--- src/pkg/rie_pkg.sv ---
// rie_pkg: shared constants and carriers for the terminal interrupt logic
// assumes a 16-bit word register map reached by word address
package rie_pkg;
  // register word addresses
  localparam logic [6:0] OFS_PENDING = 7'h09;
  localparam logic [6:0] OFS_ENABLES = 7'h12;
  localparam logic [6:0] OFS_OUT_EN = 7'h16;
  // reset values
  localparam logic [15:0] RST_WORD = 16'h0000;
  // bit positions
  localparam int BIT_RESERVED = 9;
  localparam int BIT_RESET_CMD = 15;
  localparam int BIT_SUMMARY = 1;
  // mask of bits that may ever be pending
  localparam logic [15:0] PEND_MASK = 16'hFDFF;
  // one terminal's per-cycle event report
  typedef struct packed {
    logic [15:0] events;
    logic msg_done;
    logic msg_error;
    logic msg_busy;
  } rie_evt_t;
  // one log buffer entry request
  typedef struct packed {
    logic terminal;
    logic [15:0] word;
  } rie_log_t;
endpackage

--- src/design/rie_interrupt_logic.sv ---
// rie_interrupt_logic: enable, pending and output-enable set for two terminals
// assumes the host port strobes are one-cycle pulses synchronous to clk
`timescale 1ns/1ps
module rie_interrupt_logic #(
  parameter int DATA_W = 16,
  parameter int ADDR_W = 7
) (
  // clock and reset
  input wire logic clk,
  input wire logic sys_rst,
  // host register port
  input wire logic [ADDR_W-1:0] reg_addr,
  input wire logic reg_wr,
  input wire logic reg_rd,
  input wire logic [DATA_W-1:0] reg_wdata,
  output logic [DATA_W-1:0] reg_rdata,
  // terminal event reports
  input wire rie_pkg::rie_evt_t first_remote_terminal,
  input wire rie_pkg::rie_evt_t second_remote_terminal,
  // configuration bits
  input wire logic host_request_suppress_on_error,
  input wire logic log_busy_flag_select,
  // other interrupt sources and summary register
  input wire logic other_irq_pending,
  input wire logic summary_clear,
  output logic remote_terminal_summary_pending,
  // log buffer writer
  output logic log_wr,
  output rie_pkg::rie_log_t log_entry,
  // host request and reset-request pins
  output logic host_irq_n,
  output logic [1:0] reset_request
);
  // registers
  logic [DATA_W-1:0] rt_pending_interrupts;
  logic [DATA_W-1:0] rt_interrupt_enables;
  logic [DATA_W-1:0] rt_interrupt_output_enables;
  // request from this block's own terminals
  logic rt_irq_flag;
  logic next_rt_irq;
  // second terminal's log entry waiting behind the first
  logic log_hold;
  logic [DATA_W-1:0] log_hold_word;
  // collector results
  logic [DATA_W-1:0] set_1, set_2, set_any;
  logic [DATA_W-1:0] lword_1, lword_2;
  logic lreq_1, lreq_2;
  logic raise_1, raise_2, raise_any;
  logic rreq_1, rreq_2;
  // decoded host accesses
  logic pend_rd;
  logic next_pend_nonzero;
  logic [DATA_W-1:0] next_pending;

  // address decode for the register map
  function automatic logic hit(input logic [ADDR_W-1:0] a, input logic [6:0] ofs);
    hit = (a == ADDR_W'(ofs));
  endfunction

  // per-terminal message collection
  rie_msg_collect u_first (
    .clk(clk),
    .sys_rst(sys_rst),
    .evt(first_remote_terminal),
    .enables(rt_interrupt_enables),
    .out_enables(rt_interrupt_output_enables),
    .suppress_on_error(host_request_suppress_on_error),
    .log_busy_flag_select(log_busy_flag_select),
    .set_bits(set_1),
    .log_req(lreq_1),
    .log_word(lword_1),
    .raise(raise_1),
    .reset_request(rreq_1)
  );

  rie_msg_collect u_second (
    .clk(clk),
    .sys_rst(sys_rst),
    .evt(second_remote_terminal),
    .enables(rt_interrupt_enables),
    .out_enables(rt_interrupt_output_enables),
    .suppress_on_error(host_request_suppress_on_error),
    .log_busy_flag_select(log_busy_flag_select),
    .set_bits(set_2),
    .log_req(lreq_2),
    .log_word(lword_2),
    .raise(raise_2),
    .reset_request(rreq_2)
  );

  // combine both terminals and work out the next pending value
  always_comb begin
    set_any = set_1 | set_2;
    raise_any = raise_1 | raise_2;
    pend_rd = reg_rd && hit(reg_addr, rie_pkg::OFS_PENDING);
    // read clears, but bits set in the same cycle survive
    if (pend_rd) begin
      next_pending = set_any;
    end else begin
      next_pending = rt_pending_interrupts | set_any;
    end
    next_pend_nonzero = |(next_pending & rt_interrupt_output_enables);
    // latch a raise; drop once nothing output-enabled remains
    next_rt_irq = raise_any || (rt_irq_flag && next_pend_nonzero);
  end

  // pending register; reserved bit never sets
  always_ff @(posedge clk) begin
    if (sys_rst) begin
      rt_pending_interrupts <= rie_pkg::RST_WORD;
    end else begin
      rt_pending_interrupts <= next_pending & rie_pkg::PEND_MASK;
    end
  end

  // enable registers written by the host
  always_ff @(posedge clk) begin
    if (sys_rst) begin
      rt_interrupt_enables <= rie_pkg::RST_WORD;
      rt_interrupt_output_enables <= rie_pkg::RST_WORD;
    end else if (reg_wr) begin
      // pending is read-clear only; writes to it are dropped
      if (hit(reg_addr, rie_pkg::OFS_ENABLES)) begin
        rt_interrupt_enables <= reg_wdata;
      end
      if (hit(reg_addr, rie_pkg::OFS_OUT_EN)) begin
        rt_interrupt_output_enables <= reg_wdata;
      end
    end
  end

  // read data, one cycle after the strobe; unmapped reads give zero
  always_ff @(posedge clk) begin
    if (sys_rst) begin
      reg_rdata <= rie_pkg::RST_WORD;
    end else if (reg_rd) begin
      if (hit(reg_addr, rie_pkg::OFS_PENDING)) begin
        reg_rdata <= rt_pending_interrupts;
      end else if (hit(reg_addr, rie_pkg::OFS_ENABLES)) begin
        reg_rdata <= rt_interrupt_enables;
      end else if (hit(reg_addr, rie_pkg::OFS_OUT_EN)) begin
        reg_rdata <= rt_interrupt_output_enables;
      end else begin
        reg_rdata <= rie_pkg::RST_WORD;
      end
    end
  end

  // shared summary bit; a new set wins over the clear
  always_ff @(posedge clk) begin
    if (sys_rst) begin
      remote_terminal_summary_pending <= 1'b0;
    end else if (|set_any) begin
      remote_terminal_summary_pending <= 1'b1;
    end else if (summary_clear) begin
      remote_terminal_summary_pending <= 1'b0;
    end
  end

  // request flag and the shared active-low host line
  always_ff @(posedge clk) begin
    if (sys_rst) begin
      rt_irq_flag <= 1'b0;
      host_irq_n <= 1'b1;
    end else begin
      rt_irq_flag <= next_rt_irq;
      host_irq_n <= !(next_rt_irq || other_irq_pending);
    end
  end

  // log writer: first terminal first, second waits for a cycle with no first-terminal entry
  always_ff @(posedge clk) begin
    if (sys_rst) begin
      log_wr <= 1'b0;
      log_entry <= '0;
      log_hold <= 1'b0;
      log_hold_word <= rie_pkg::RST_WORD;
    end else begin
      log_wr <= lreq_1 || lreq_2 || log_hold;
      if (lreq_1) begin
        // both ends together: park the second entry
        log_entry <= '{terminal: 1'b0, word: lword_1};
        log_hold <= lreq_2 || log_hold;
        if (lreq_2) begin
          log_hold_word <= lword_2;
        end
      end else if (log_hold) begin
        // drain the parked entry, take a fresh one behind it
        log_entry <= '{terminal: 1'b1, word: log_hold_word};
        log_hold <= lreq_2;
        if (lreq_2) begin
          log_hold_word <= lword_2;
        end
      end else if (lreq_2) begin
        log_entry <= '{terminal: 1'b1, word: lword_2};
      end
    end
  end

  // reset-request pins, one pulse per disabled reset command
  always_ff @(posedge clk) begin
    if (sys_rst) begin
      reset_request <= 2'b00;
    end else begin
      reset_request <= {rreq_2, rreq_1};
    end
  end
endmodule

--- src/design/rie_msg_collect.sv ---
// rie_msg_collect: gathers one terminal's enabled events over a message
// assumes event bits and message end flags are synchronous to clk
`timescale 1ns/1ps
module rie_msg_collect (
  // clock and reset
  input wire logic clk,
  input wire logic sys_rst,
  // event report and settings
  input wire rie_pkg::rie_evt_t evt,
  input wire logic [15:0] enables,
  input wire logic [15:0] out_enables,
  input wire logic suppress_on_error,
  input wire logic log_busy_flag_select,
  // results
  output logic [15:0] set_bits,
  output logic log_req,
  output logic [15:0] log_word,
  output logic raise,
  output logic reset_request
);
  // enabled bits seen so far in this message
  logic [15:0] acc;
  // message held an output-enabled event
  logic hi_acc;
  // bits of this cycle and of the whole message
  logic [15:0] msg_bits;
  logic hi_now;

  // only currently enabled events count; earlier ones are never replayed
  always_comb begin
    set_bits = evt.events & enables & rie_pkg::PEND_MASK;
    msg_bits = acc | set_bits;
    hi_now = hi_acc | (|(set_bits & out_enables));
  end

  // accumulate until the message ends
  always_ff @(posedge clk) begin
    if (sys_rst || evt.msg_done) begin
      acc <= rie_pkg::RST_WORD;
      hi_acc <= 1'b0;
    end else begin
      acc <= msg_bits;
      hi_acc <= hi_now;
    end
  end

  // end-of-message outputs
  always_comb begin
    log_req = evt.msg_done && (|msg_bits);
    log_word = msg_bits;
    // reserved pending bit carries busy status in the log copy
    log_word[rie_pkg::BIT_RESERVED] = log_busy_flag_select && evt.msg_busy;
    // request is raised only at completion, and not for error or busy when suppress_on_error is set
    raise = evt.msg_done && hi_now &&
            !(suppress_on_error && (evt.msg_error || evt.msg_busy));
    // a disabled reset command goes to the dedicated pin instead
    reset_request = evt.events[rie_pkg::BIT_RESET_CMD] &&
                    !enables[rie_pkg::BIT_RESET_CMD];
  end
endmodule

--- config.mk ---
export PLATFORM = sky130hd
export DESIGN_NAME = rie_interrupt_logic
export DESIGN_NICKNAME = d
export VERILOG_FILES = /design/src/pkg/rie_pkg.sv /design/src/design/rie_interrupt_logic.sv /design/src/design/rie_msg_collect.sv
export SDC_FILE = /design/constraint.sdc
export NUM_CORES = 1
export LEC_CHECK = 0
export BUFFER_PORTS_ARGS = -buffer_cell sky130_fd_sc_hd__buf_4
export CAP_MARGIN = 20
export CORE_AREA = 2 2 119 121
export CTS_CLUSTER_DIAMETER = 50
export DETAILED_ROUTE_END_ITERATION = 10
export DIE_AREA = 0 0 121 123
export PLACE_DENSITY = 0.62
export SKIP_CTS_REPAIR_TIMING = 1
export SYNTH_ARGS = -nofsm -noshare
export SYNTH_HDL_FRONTEND = slang
export SYNTH_SLANG_ARGS = --single-unit
--- constraint.sdc ---
create_clock -name clk -period 3.2 [get_ports clk]
set_clock_uncertainty 0.2 [all_clocks]
set_input_delay 0.96 -clock clk [delete_from_list [all_inputs] [get_ports clk]]
set_output_delay 0.96 -clock clk [all_outputs]
set_load 0.01 [all_outputs]
==> results of run 1 <==
[final cells by class]
type                    count  area (um2)  share of cell area, %
clock inverters            11         194                   2.55
repair buffers            137        1050                   13.8
well taps                 180         225                   2.96
clock buffers              21         480                   6.31
flip-flops and latches    135        2700                   35.5
multi-input cells         475        2940                   38.6
inverters                   5        18.8                  0.246
[worst max-delay path, cell delays in order]
cell	delay [ns]
buf_4	0.14
a21oi_4	0.23
nand4_1	0.14
or2_1	0.30
o31a_1	0.40
o21a_1	0.18
buf_12	0.17
mux2_4	0.29
[through the flow]
step / std cells / cell area (um2) / setup slack [ns] / utilization, %
3_3_place_gp: 932 / 6940 / 0.0934 / 51.0
2_1_floorplan: 668 / 5900 / 0.388 / -
3_5_place_dp: 932 / 6940 / 0.0765 / 51.0
4_1_cts: 964 / 7620 / 0.524 / 56.0
6_report: 964 / 7620 / 0.495 / 56.0
5_1_grt: 964 / 7620 / 0.399 / 56.0
[power by group through the flow]
stage / combinational, mW / clock, mW / sequential (mW)
floorplan: 0.0798 / 0 / 1.75
finish: 0.231 / 2.20 / 1.71
global placement: 0.223 / 0 / 1.75
detailed placement: 0.228 / 0 / 1.75
CTS: 0.230 / 2.23 / 1.71
global route: 0.246 / 2.30 / 1.71
[logic make-up after synthesis]
| group | synth area share (%) |
|---|---|
| AO/OA/AOI/OAI | 18.7 |
| AND/OR/NAND/NOR | 19.0 |
| buffers and inverters | 4.32 |
| flip-flops | 45.8 |
| multiplexers | 12.2 |
[registers in the layout, indices dropped and copies added (netlist names), 2 cells and up]
| signal | cells |
|---|---|
| log_entry | 17 |
| rt_pending_interrupts | 15 |
| reset_request | 2 |
| rt_interrupt_enables | 16 |
| u_second.acc | 15 |
| log_hold_word | 16 |
| u_first.acc | 15 |
| rt_interrupt_output_enables | 16 |
| reg_rdata | 16 |
[per-layer routing]
| layer | vias up | share of wire, % | global-route usage [%] |
|---|---|---|---|
| li1 | 2620 | - | - |
| met1 | 2610 | 43 | 33.8 |
| met2 | 258 | 47 | 42.2 |
| met3 | 40 | 7.8 | 5.90 |
| met4 | 0 | 2.8 | 10.5 |
| met5 | - | 0 | 0 |
[cell usage after synthesis, types with 2 or more instances]
| cell type | count |
|---|---|
| buf_1 | 6 |
| and4_1 | 2 |
| a21oi_4 | 3 |
| mux2_4 | 10 |
| a21oi_1 | 54 |
| a211oi_1 | 31 |
| nand4_1 | 18 |
| buf_2 | 12 |
| mux2_2 | 22 |
| o31a_1 | 2 |
| nor4_1 | 11 |
| o2111ai_1 | 2 |
| or2_2 | 2 |
| a31oi_1 | 3 |
| a22oi_1 | 3 |
| inv_1 | 5 |
| nor3_1 | 11 |
| nand3_1 | 36 |
| clkbuf_1 | 32 |
| a22o_1 | 2 |
| nand2_1 | 36 |
| nor2_1 | 100 |
| o21ai_0 | 33 |
| nor3b_1 | 2 |
| o22ai_1 | 9 |
| dfxtp_1 | 135 |
| a21oi_2 | 5 |
| nor2b_1 | 18 |
| o211ai_1 | 13 |
| a221oi_1 | 2 |
| mux2i_1 | 32 |
[how the worst min path moves through the flow]
stage / cells after the start / to / slack [ns]
after floorplan: 2 / u_first.acc[3] / 0.23
after global placement: 2 / u_second.acc[12] / 0.25
after detailed placement: 2 / u_first.acc[14] / 0.26
after CTS: 2 / u_first.acc[14] / 0.28
after global routing: 2 / reg_rdata[9] / 0.29
final: 2 / reg_rdata[9] / 0.27
==> impl_metrics.tcl, run 1 <==
set metrics [dict create \
    antenna_found_initial 0 \
    layout_common_cells "dfxtp_1 (135), buf_4 (135), nor2_1 (100)" \
    ys_seq_area_share_pct 45.8 \
    wire_per_inst_um 19.6 \
    grt.overflow.total 0 \
    status "completed" \
    htreeDepth 4 \
    clkTransAtPathRegs_ns 0.06 \
    whs_ns 0.273 \
    grt_max_degree 70 \
    finalSetupTns_ns 0 \
    rsz0062_at_grt "false" \
    ys_types 47 \
    worstPathArrival_ns 2.82 \
    cts_buffer_depth 2 \
    cts-buffers-inserted 17 \
    port_buffers 104 \
    clock-root-buffer "clkbuf_16" \
    core_area_um2 13600 \
    synth_area_leader_cell "dfxtp_1" \
    cp-endpoint "log_hold_word[10]" \
    ant_nets 0 \
    switching_share_pct 21.2 \
    mappedNetlistArea_um2 5900 \
    regToRegEndpoint "log_hold_word[10]" \
    period_minus_slack_ns 2.71 \
    finalPower_mw 4.15 \
    area_growth_pct 29.1 \
    grt_use_total_pct 26.1 \
    gp_congestion 0.953 \
    syn_nets 737 \
    dp_hpwl_mm 14.1 \
    synth_seq_cells 135 \
    r2r_cells 7 \
    synth_top_cell_area_share_pct 45.8 \
    avgSynthCellArea_um2 8.84 \
    startpoint "second_remote_terminal[7]" \
    clkLatencyLatePin_ns 0.43 \
    drive_gt1_share_pct 27.4 \
    yosys_warnings 0 \
    routed_wl_mm 18.9 \
    clkSinkCount 135 \
    setup_viol 0 \
    drc 0 \
    die_w_um 121 \
    hold_path.class "flip-flop to flip-flop" \
    drtPass1Iterations 5 \
    nNetsFinal 840 \
    crit_required_ns 3.31 \
    synthArstFlopShare_pct 0 \
    io_pins 107 \
    routed_via_density 5.73 \
    critPathKind "input pin to flip-flop" \
    reg2reg_slack_ns 0.69 \
    rows 43 \
    hold_viol 0 \
    n_antenna_cell 0 \
    cp-start-kind "input pin" \
    fillCellCount 1239 \
    drt_iter0_markers 432 \
    synth-edff-count 0 \
    p_int_mw 3.27 \
    maxCapViolations 0 \
    die_area_um2 14900 \
    worst_pin_slew_ns 0.552 \
    finalCritPeriodShare_pct 84.5 \
    switchingPower_mw 0.881 \
    grt_pass1_vias 5338 \
    clkPwrFrac_pct 53.2 \
    hold_start "reg_rdata[9]" \
    tritoncts "yes" \
    ir_drop_mv 0.305 \
    worst_setup_path_end_kind "flip-flop" \
    worstReg2RegStart "rt_interrupt_enables[4]" \
    pwr_density_cell_nw_per_um2 544 \
    seq_power_share_pct 41.2 \
    vias 5528 \
    netlist_instances 668 \
    start_util_pct 43.4 \
    die_height_um 123 \
    synthFlopType "dfxtp_1" \
    critPathMaxFanout 13 \
    grt_pass1_wl_mm 29.3 \
    fmax_mhz 370 \
    synth_area_leaders "dfxtp_1 (46%), nor2_1 (6.4%), mux2i_1 (5.4%), a21oi_1 (4.6%), mux2_2 (4.2%)" \
    p_leak_nw 3.25 \
    relSlewSlack_pct 63.1 \
    drv_slew 0 \
    pwr-share-comb_pct 5.6 \
]
No activity file was read; power rests on OpenSTA's default activity.
==> run 2, diff against run 1 <==
Settings changed: ABC_AREA set to 1, CORE_AREA 2 2 119 121 to 2 2 121 123, DIE_AREA 0 0 121 123 to 0 0 123 125, PLACE_DENSITY 0.62 to 0.63.
Clock period 3.2 ns to 2.3 ns, I/O delays scaled along.
==> run 2 against run 1 <==
Effect of this change: first-iteration DRC count decreased by 6.7%; final cell count increased by 28%; via count increased by 11%; clock power increased by 9%; sequential power increased by 40%; global-route usage decreased by 1.6 points; non-clock buffer count increased by 76; critical endpoint is now host_irq_n; clock-buffer cell count increased by 6; die area increased by 3.3%; wire length decreased by 5.5%; worst hold slack got worse by 0.012 ns.
==> impl_metrics.tcl, run 2 <==
set metrics [dict create \
    cts_buffer_depth 2 \
    crit_chain "buf_4, inv_1, nand2_1, nor2_1, nand3_1, buf_4, nand2_1, nand2_1, nand2_1, nand2_1, nor2_1, nand2_1, o21ai_2, nand3_1, nand2_1" \
    yosys_warnings 0 \
    rows 44 \
    maxCapViolations 0 \
    synth-edff-count 0 \
    synthTopCellsByCount "nand2_1 (222), dfxtp_1 (135), inv_1 (83)" \
    yosys.area_share.simple_pct 27.8 \
    clkSinkCount 135 \
    finalPower_mw 5.16 \
    grt_pass1_vias 5819 \
    gp_congestion 0.884 \
    synth_area_leaders "dfxtp_1 (45%), nand2_1 (14%), o21ai_0 (5.6%), inv_1 (5.2%), nor2_1 (5.0%)" \
    cp-start-kind "input pin" \
    syn_nets 916 \
    multi_input_area_um2 2790 \
    tritoncts "yes" \
    finalCritPeriodShare_pct 92.0 \
    period_minus_slack_ns 2.12 \
    grt_use_met3_pct 4.56 \
    n_antenna_cell 0 \
    hold_path.class "flip-flop to flip-flop" \
    drive_gt1_share_pct 25.9 \
    rsz0062_at_grt "false" \
    pwr-share-comb_pct 7.2 \
    use_met2_pct 37.7 \
    cp_common_cell "nand2_1" \
    area_growth_pct 36.4 \
    wire_per_inst_um 14.5 \
    pwr_density_cell_nw_per_um2 628 \
    setup_viol 0 \
    htreeDepth 4 \
    p_leak_nw 4.03 \
    grt_max_degree 50 \
    muxShareOfSynthArea_pct 0 \
    die_w_um 123 \
    ant_nets 0 \
    ir_drop_mv 0.439 \
    synth_area_leader_cell "dfxtp_1" \
    crit_buf_inv 3 \
    grt_pass1_wl_mm 29.2 \
    crit_required_ns 2.47 \
    die_area_um2 15400 \
    worstPathArrival_ns 2.28 \
    routed_via_density 4.99 \
    clkLatencyLatePin_ns 0.42 \
    routed_wl_mm 17.9 \
    hold_viol 0 \
    grt_use_total_pct 24.5 \
    startpoint "reg_addr[1]" \
    grtUsageMet1_pct 34.2 \
    slowest_delay_ns 0.20 \
    drc 0 \
    clock-root-buffer "clkbuf_16" \
    hold_start "rt_interrupt_output_enables[9]" \
    crit_slowest_cell "buf_4" \
    synth_fa_ha_area_share_pct 0 \
    switchingPower_mw 1.15 \
    avgSynthCellArea_um2 7.11 \
    dp_hpwl_mm 13.4 \
    port_buffers 104 \
    netlist_instances 847 \
    critPathMaxFanout 14 \
    start_util_pct 42.4 \
    clkPwrFrac_pct 46.5 \
    synth_top_cell_area_share_pct 44.9 \
    drtPass1Iterations 4 \
    fillCellCount 1386 \
    whs_ns 0.261 \
    layout_common_cells "nand2_1 (222), buf_4 (209), dfxtp_1 (135)" \
    die_height_um 125 \
    synthArstFlopShare_pct 0 \
    worst_pin_slew_ns 0.342 \
    seq_power_share_pct 46.3 \
    seqCellArea_um2 2700 \
    grt.busiest_layer "met2" \
    grt.overflow.total 0 \
    p_int_mw 4.01 \
    status "completed" \
    clkTransAtPathRegs_ns 0.05 \
    ys_seq_area_share_pct 44.9 \
    place_area_um2 7680 \
    synth_compound_area_share_pct 18.3 \
    layout_commonest_cell "nand2_1" \
    synth-xor-area-share_pct 0 \
    relSlewSlack_pct 77.0 \
    synth.most_common_cell "nand2_1" \
    switching_share_pct 22.4 \
    nNetsFinal 1108 \
    critPathTopFamily "simple AND/OR/NAND/NOR gates" \
    fin_area_um2 8220 \
    fmax_mhz 472 \
    worst_setup_path_end_kind "flip-flop" \
    drt_iter0_markers 403 \
    synth_top_family_by_area "simple AND/OR/NAND/NOR gates" \
    worstReg2RegStart "rt_interrupt_enables[4]" \
    core_area_um2 14200 \
    synthFlopType "dfxtp_1" \
    ys_types 36 \
    mappedNetlistArea_um2 6030 \
    io_pins 107 \
    critPathKind "input pin to flip-flop" \
    antenna_found_initial 0 \
    vias 6162 \
    synth_seq_cells 135 \
    drv_slew 0 \
    largest_reg_flops 17 \
    top_register "log_entry" \
    cts-buffers-inserted 17 \
]
[run 2: changes by cell type after synthesis, sizes merged, moves of 18 or more]
cell | before | now
nand2 | 36 | 228
inv | 5 | 88
o21ai | 33 | 80
mux2 | 32 | 0
mux2i | 32 | 0
a211oi | 31 | 0
nand3 | 36 | 56
nor2b | 18 | 0
[run 2: final cells by class]
type / count / area share [%]
sequential: 135 / 32.9
timing repair buffer: 213 / 20.1
tap: 184 / 2.80
clock buffer: 27 / 6.00
inverter: 90 / 4.11
multi-input combinational: 582 / 33.9
clock inverter: 4 / 0.244
[run 2: tightest hold or removal path, cell delays in order (launching register included)]
cell and delay [ns]:
dfxtp_1 0.29, inv_1 0.06, a21oi_1 0.06
[run 2: cells by family (layout without fill, tap and decap cells)]
group,after synthesis,count (layout)
AOI/OAI and AO/OA,186,186
buffers and inverters,130,334
DFF,135,135
and+or+nand+nor,396,396
[run 2: path summary, 6_finish.rpt]
kind / end / slack (ns) / depth (start not counted)
worst max-delay path: host_irq_n / 0.18 / 15
worst max register to register: log_hold_word[4] / 0.23 / 10
worst min-delay path: rt_interrupt_output_enables[9] / 0.26 / 2
worst min register to register: rt_interrupt_output_enables[9] / 0.26 / 2
[run 2: power groups by stage]
stage          combinational, mW  clock (mW)  sequential (mW)
5_1_grt                    0.406        2.55             2.39
4_1_cts                    0.373        2.44             2.39
6_report                   0.371        2.40             2.39
3_3_place_gp               0.371           0             2.44
2_1_floorplan              0.122           0             2.45
3_5_place_dp               0.373           0             2.44
[run 2: through the flow]
stage,setup TNS (ns),util [%],std cells,setup WS [ns]
after floorplan,0,-,847,0.171
after global placement,-5.64,54.1,1203,-0.286
after detailed placement,-5.90,54.1,1203,-0.308
after CTS,0,57.7,1234,0.112
after global routing,0,57.9,1235,0.00430
final,0,57.9,1235,0.184
[run 2: layer usage]
metal / wire length [um] / vias to the layer above
met5: 0 / -
met4: 391 / 0
met3: 1020 / 32
met2: 8110 / 197
met1: 8380 / 2761
li1: - / 3172
==> run 3, diff against run 2 <==
Settings changed: ABC_AREA 1 to not set, CAP_MARGIN 20 to not set, CORE_AREA 2 2 121 123 to 2 2 119 121, DIE_AREA 0 0 123 125 to 0 0 121 123, PLACE_DENSITY 0.63 to 0.64, REMOVE_ABC_BUFFERS set to 1.
==> run 3 against run 2 <==
Effect of this change: global-route usage rose by 1.3 points; maximum frequency fell by 6.3%; register-to-register slack got worse by 0.17 ns; critical path depth fell by 7; first-iteration DRC count rose by 12%; clock power rose by 15%; combinational power barely moved; via count fell by 6.8%; sequential power barely moved; die area fell by 3.2%; critical endpoint is now log_hold_word[5]; largest power group unchanged.
==> impl_metrics.tcl, run 3 (same netlist as run 1, synthesis figures left out) <==
set metrics [dict create \
    status "completed" \
    area_growth_pct 39.8 \
    clkPwrFrac_pct 50.2 \
    hold_viol 0 \
    grt_max_degree 55 \
    crit_slowest_cell "o31a_1" \
    vias 5745 \
    fmax_mhz 443 \
    drc 0 \
    worstPathArrival_ns 2.37 \
    period_minus_slack_ns 2.26 \
    tritoncts "yes" \
    nNetsFinal 917 \
    fin_area_um2 8250 \
    grt_pass1_vias 5545 \
    largest_reg_flops 17 \
    htreeDepth 4 \
    routed_wl_mm 19.0 \
    die_w_um 121 \
    cts-buffers-inserted 17 \
    relSlewSlack_pct 66.5 \
    worst_pin_slew_ns 0.502 \
    stdcell_count 1040 \
    layout_commonest_cell "buf_4" \
    worst_setup_path_end_kind "flip-flop" \
    switching_share_pct 22.7 \
    cts_buffer_depth 2 \
    reg2reg_slack_ns 0.06 \
    layout_common_cells "buf_4 (203), dfxtp_1 (133), nor2_1 (100)" \
    gp_congestion 0.880 \
    core_area_um2 13600 \
    crit_required_ns 2.41 \
    place_area_um2 7500 \
    n_antenna_cell 0 \
    whs_ns 0.269 \
    ant_nets 0 \
    start_util_pct 43.4 \
    die_height_um 123 \
    clkLatencyLatePin_ns 0.43 \
    pwr_density_cell_nw_per_um2 669 \
    slowest_delay_ns 0.35 \
    io_pins 107 \
    setup_ws_ns 0.0423 \
    seq_power_share_pct 43.1 \
    fillCellCount 1169 \
    critPathMaxFanout 5 \
    ir_drop_mv 0.445 \
    grt_use_total_pct 25.8 \
    worstReg2RegStart "rt_interrupt_enables[4]" \
    regToRegEndpoint "log_hold_word[5]" \
    pwr-share-comb_pct 6.8 \
    cp-start-kind "input pin" \
    critPathKind "input pin to flip-flop" \
    drv_slew 0 \
    p_int_mw 4.27 \
    grt.overflow.total 0 \
    clkTransAtPathRegs_ns 0.06 \
    top_register "log_entry" \
    port_buffers 104 \
    post-place-cells 1004 \
    pre_cts_ws_ns -0.508 \
    dp_hpwl_mm 14.2 \
    antenna_found_initial 0 \
    finalPower_mw 5.52 \
    grt_pass1_wl_mm 29.2 \
    startpoint "second_remote_terminal[8]" \
    drive_gt1_share_pct 35.5 \
    maxCapViolations 0 \
    routed_via_density 5.52 \
    drtPass1Iterations 5 \
    finalCritPeriodShare_pct 98.2 \
    switchingPower_mw 1.25 \
    crit_chain "buf_4, a21oi_2, nand4_1, or2_1, o31a_1, o21a_1, buf_6, mux2_4" \
    setup_viol 0 \
    p_leak_nw 3.62 \
    die_area_um2 14900 \
    drt_iter0_markers 450 \
    rows 43 \
    cp-endpoint "log_hold_word[5]" \
    r2r_cells 7 \
    clock-root-buffer "clkbuf_16" \
    rsz0062_at_grt "true" \
    clkSinkCount 135 \
    wire_per_inst_um 18.2 \
    hold_path.class "flip-flop to flip-flop" \
]
run 3: through the flow:
step,setup TNS (ns),util [%]
6_report,0,60.6
3_3_place_gp,-11.60,55.1
3_5_place_dp,-13.58,55.1
4_1_cts,-0.371,59.4
5_1_grt,-0.141,60.6
2_1_floorplan,-37.28,-
run 3: cell type report:
| class | instances | area, um2 | area share (%) |
|---|---|---|---|
| clock inverter | 13 | 155 | 1.88 |
| tap | 180 | 225 | 2.73 |
| clock buffer | 18 | 439 | 5.32 |
| timing repair buffer | 214 | 1670 | 20.2 |
| inverter | 5 | 18.8 | 0.227 |
| multi-input combinational | 475 | 3040 | 36.9 |
| sequential | 135 | 2710 | 32.8 |
run 3: critical path: cells and delay by family:
kind                   cells  cell delay [ns]
AO/OA/AOI/OAI              3             0.73
AND/OR/NAND/NOR            2             0.38
multiplexers               1             0.29
buffers and inverters      2             0.28
run 3: metal layers:
layer	track usage (%)	vias to the layer above	wire length, um
met3	4.94	44	1250
met2	41.7	226	8740
li1	-	2775	-
met4	11.4	0	571
met1	33.7	2700	8420
met5	0	-	0
run 3: worst min path at each step:
stage                               from              to  slack [ns]  depth (start not counted)
after floorplan           u_first.acc[3]  u_first.acc[3]        0.23                          2
after CTS                   reg_rdata[9]    reg_rdata[9]        0.27                          2
after global routing        reg_rdata[9]    reg_rdata[9]        0.30                          2
after global placement      reg_rdata[9]    reg_rdata[9]        0.25                          2
after detailed placement    reg_rdata[9]    reg_rdata[9]        0.26                          2
final                       reg_rdata[9]    reg_rdata[9]        0.27                          2
run 3: power by group through the flow:
stage / combinational, mW / sequential (mW) / clock [mW]
after floorplan: 0.0710 / 2.44 / 0
after global placement: 0.353 / 2.43 / 0
after detailed placement: 0.360 / 2.43 / 0
after CTS: 0.361 / 2.38 / 2.78
after global routing: 0.400 / 2.38 / 2.89
final: 0.373 / 2.38 / 2.77
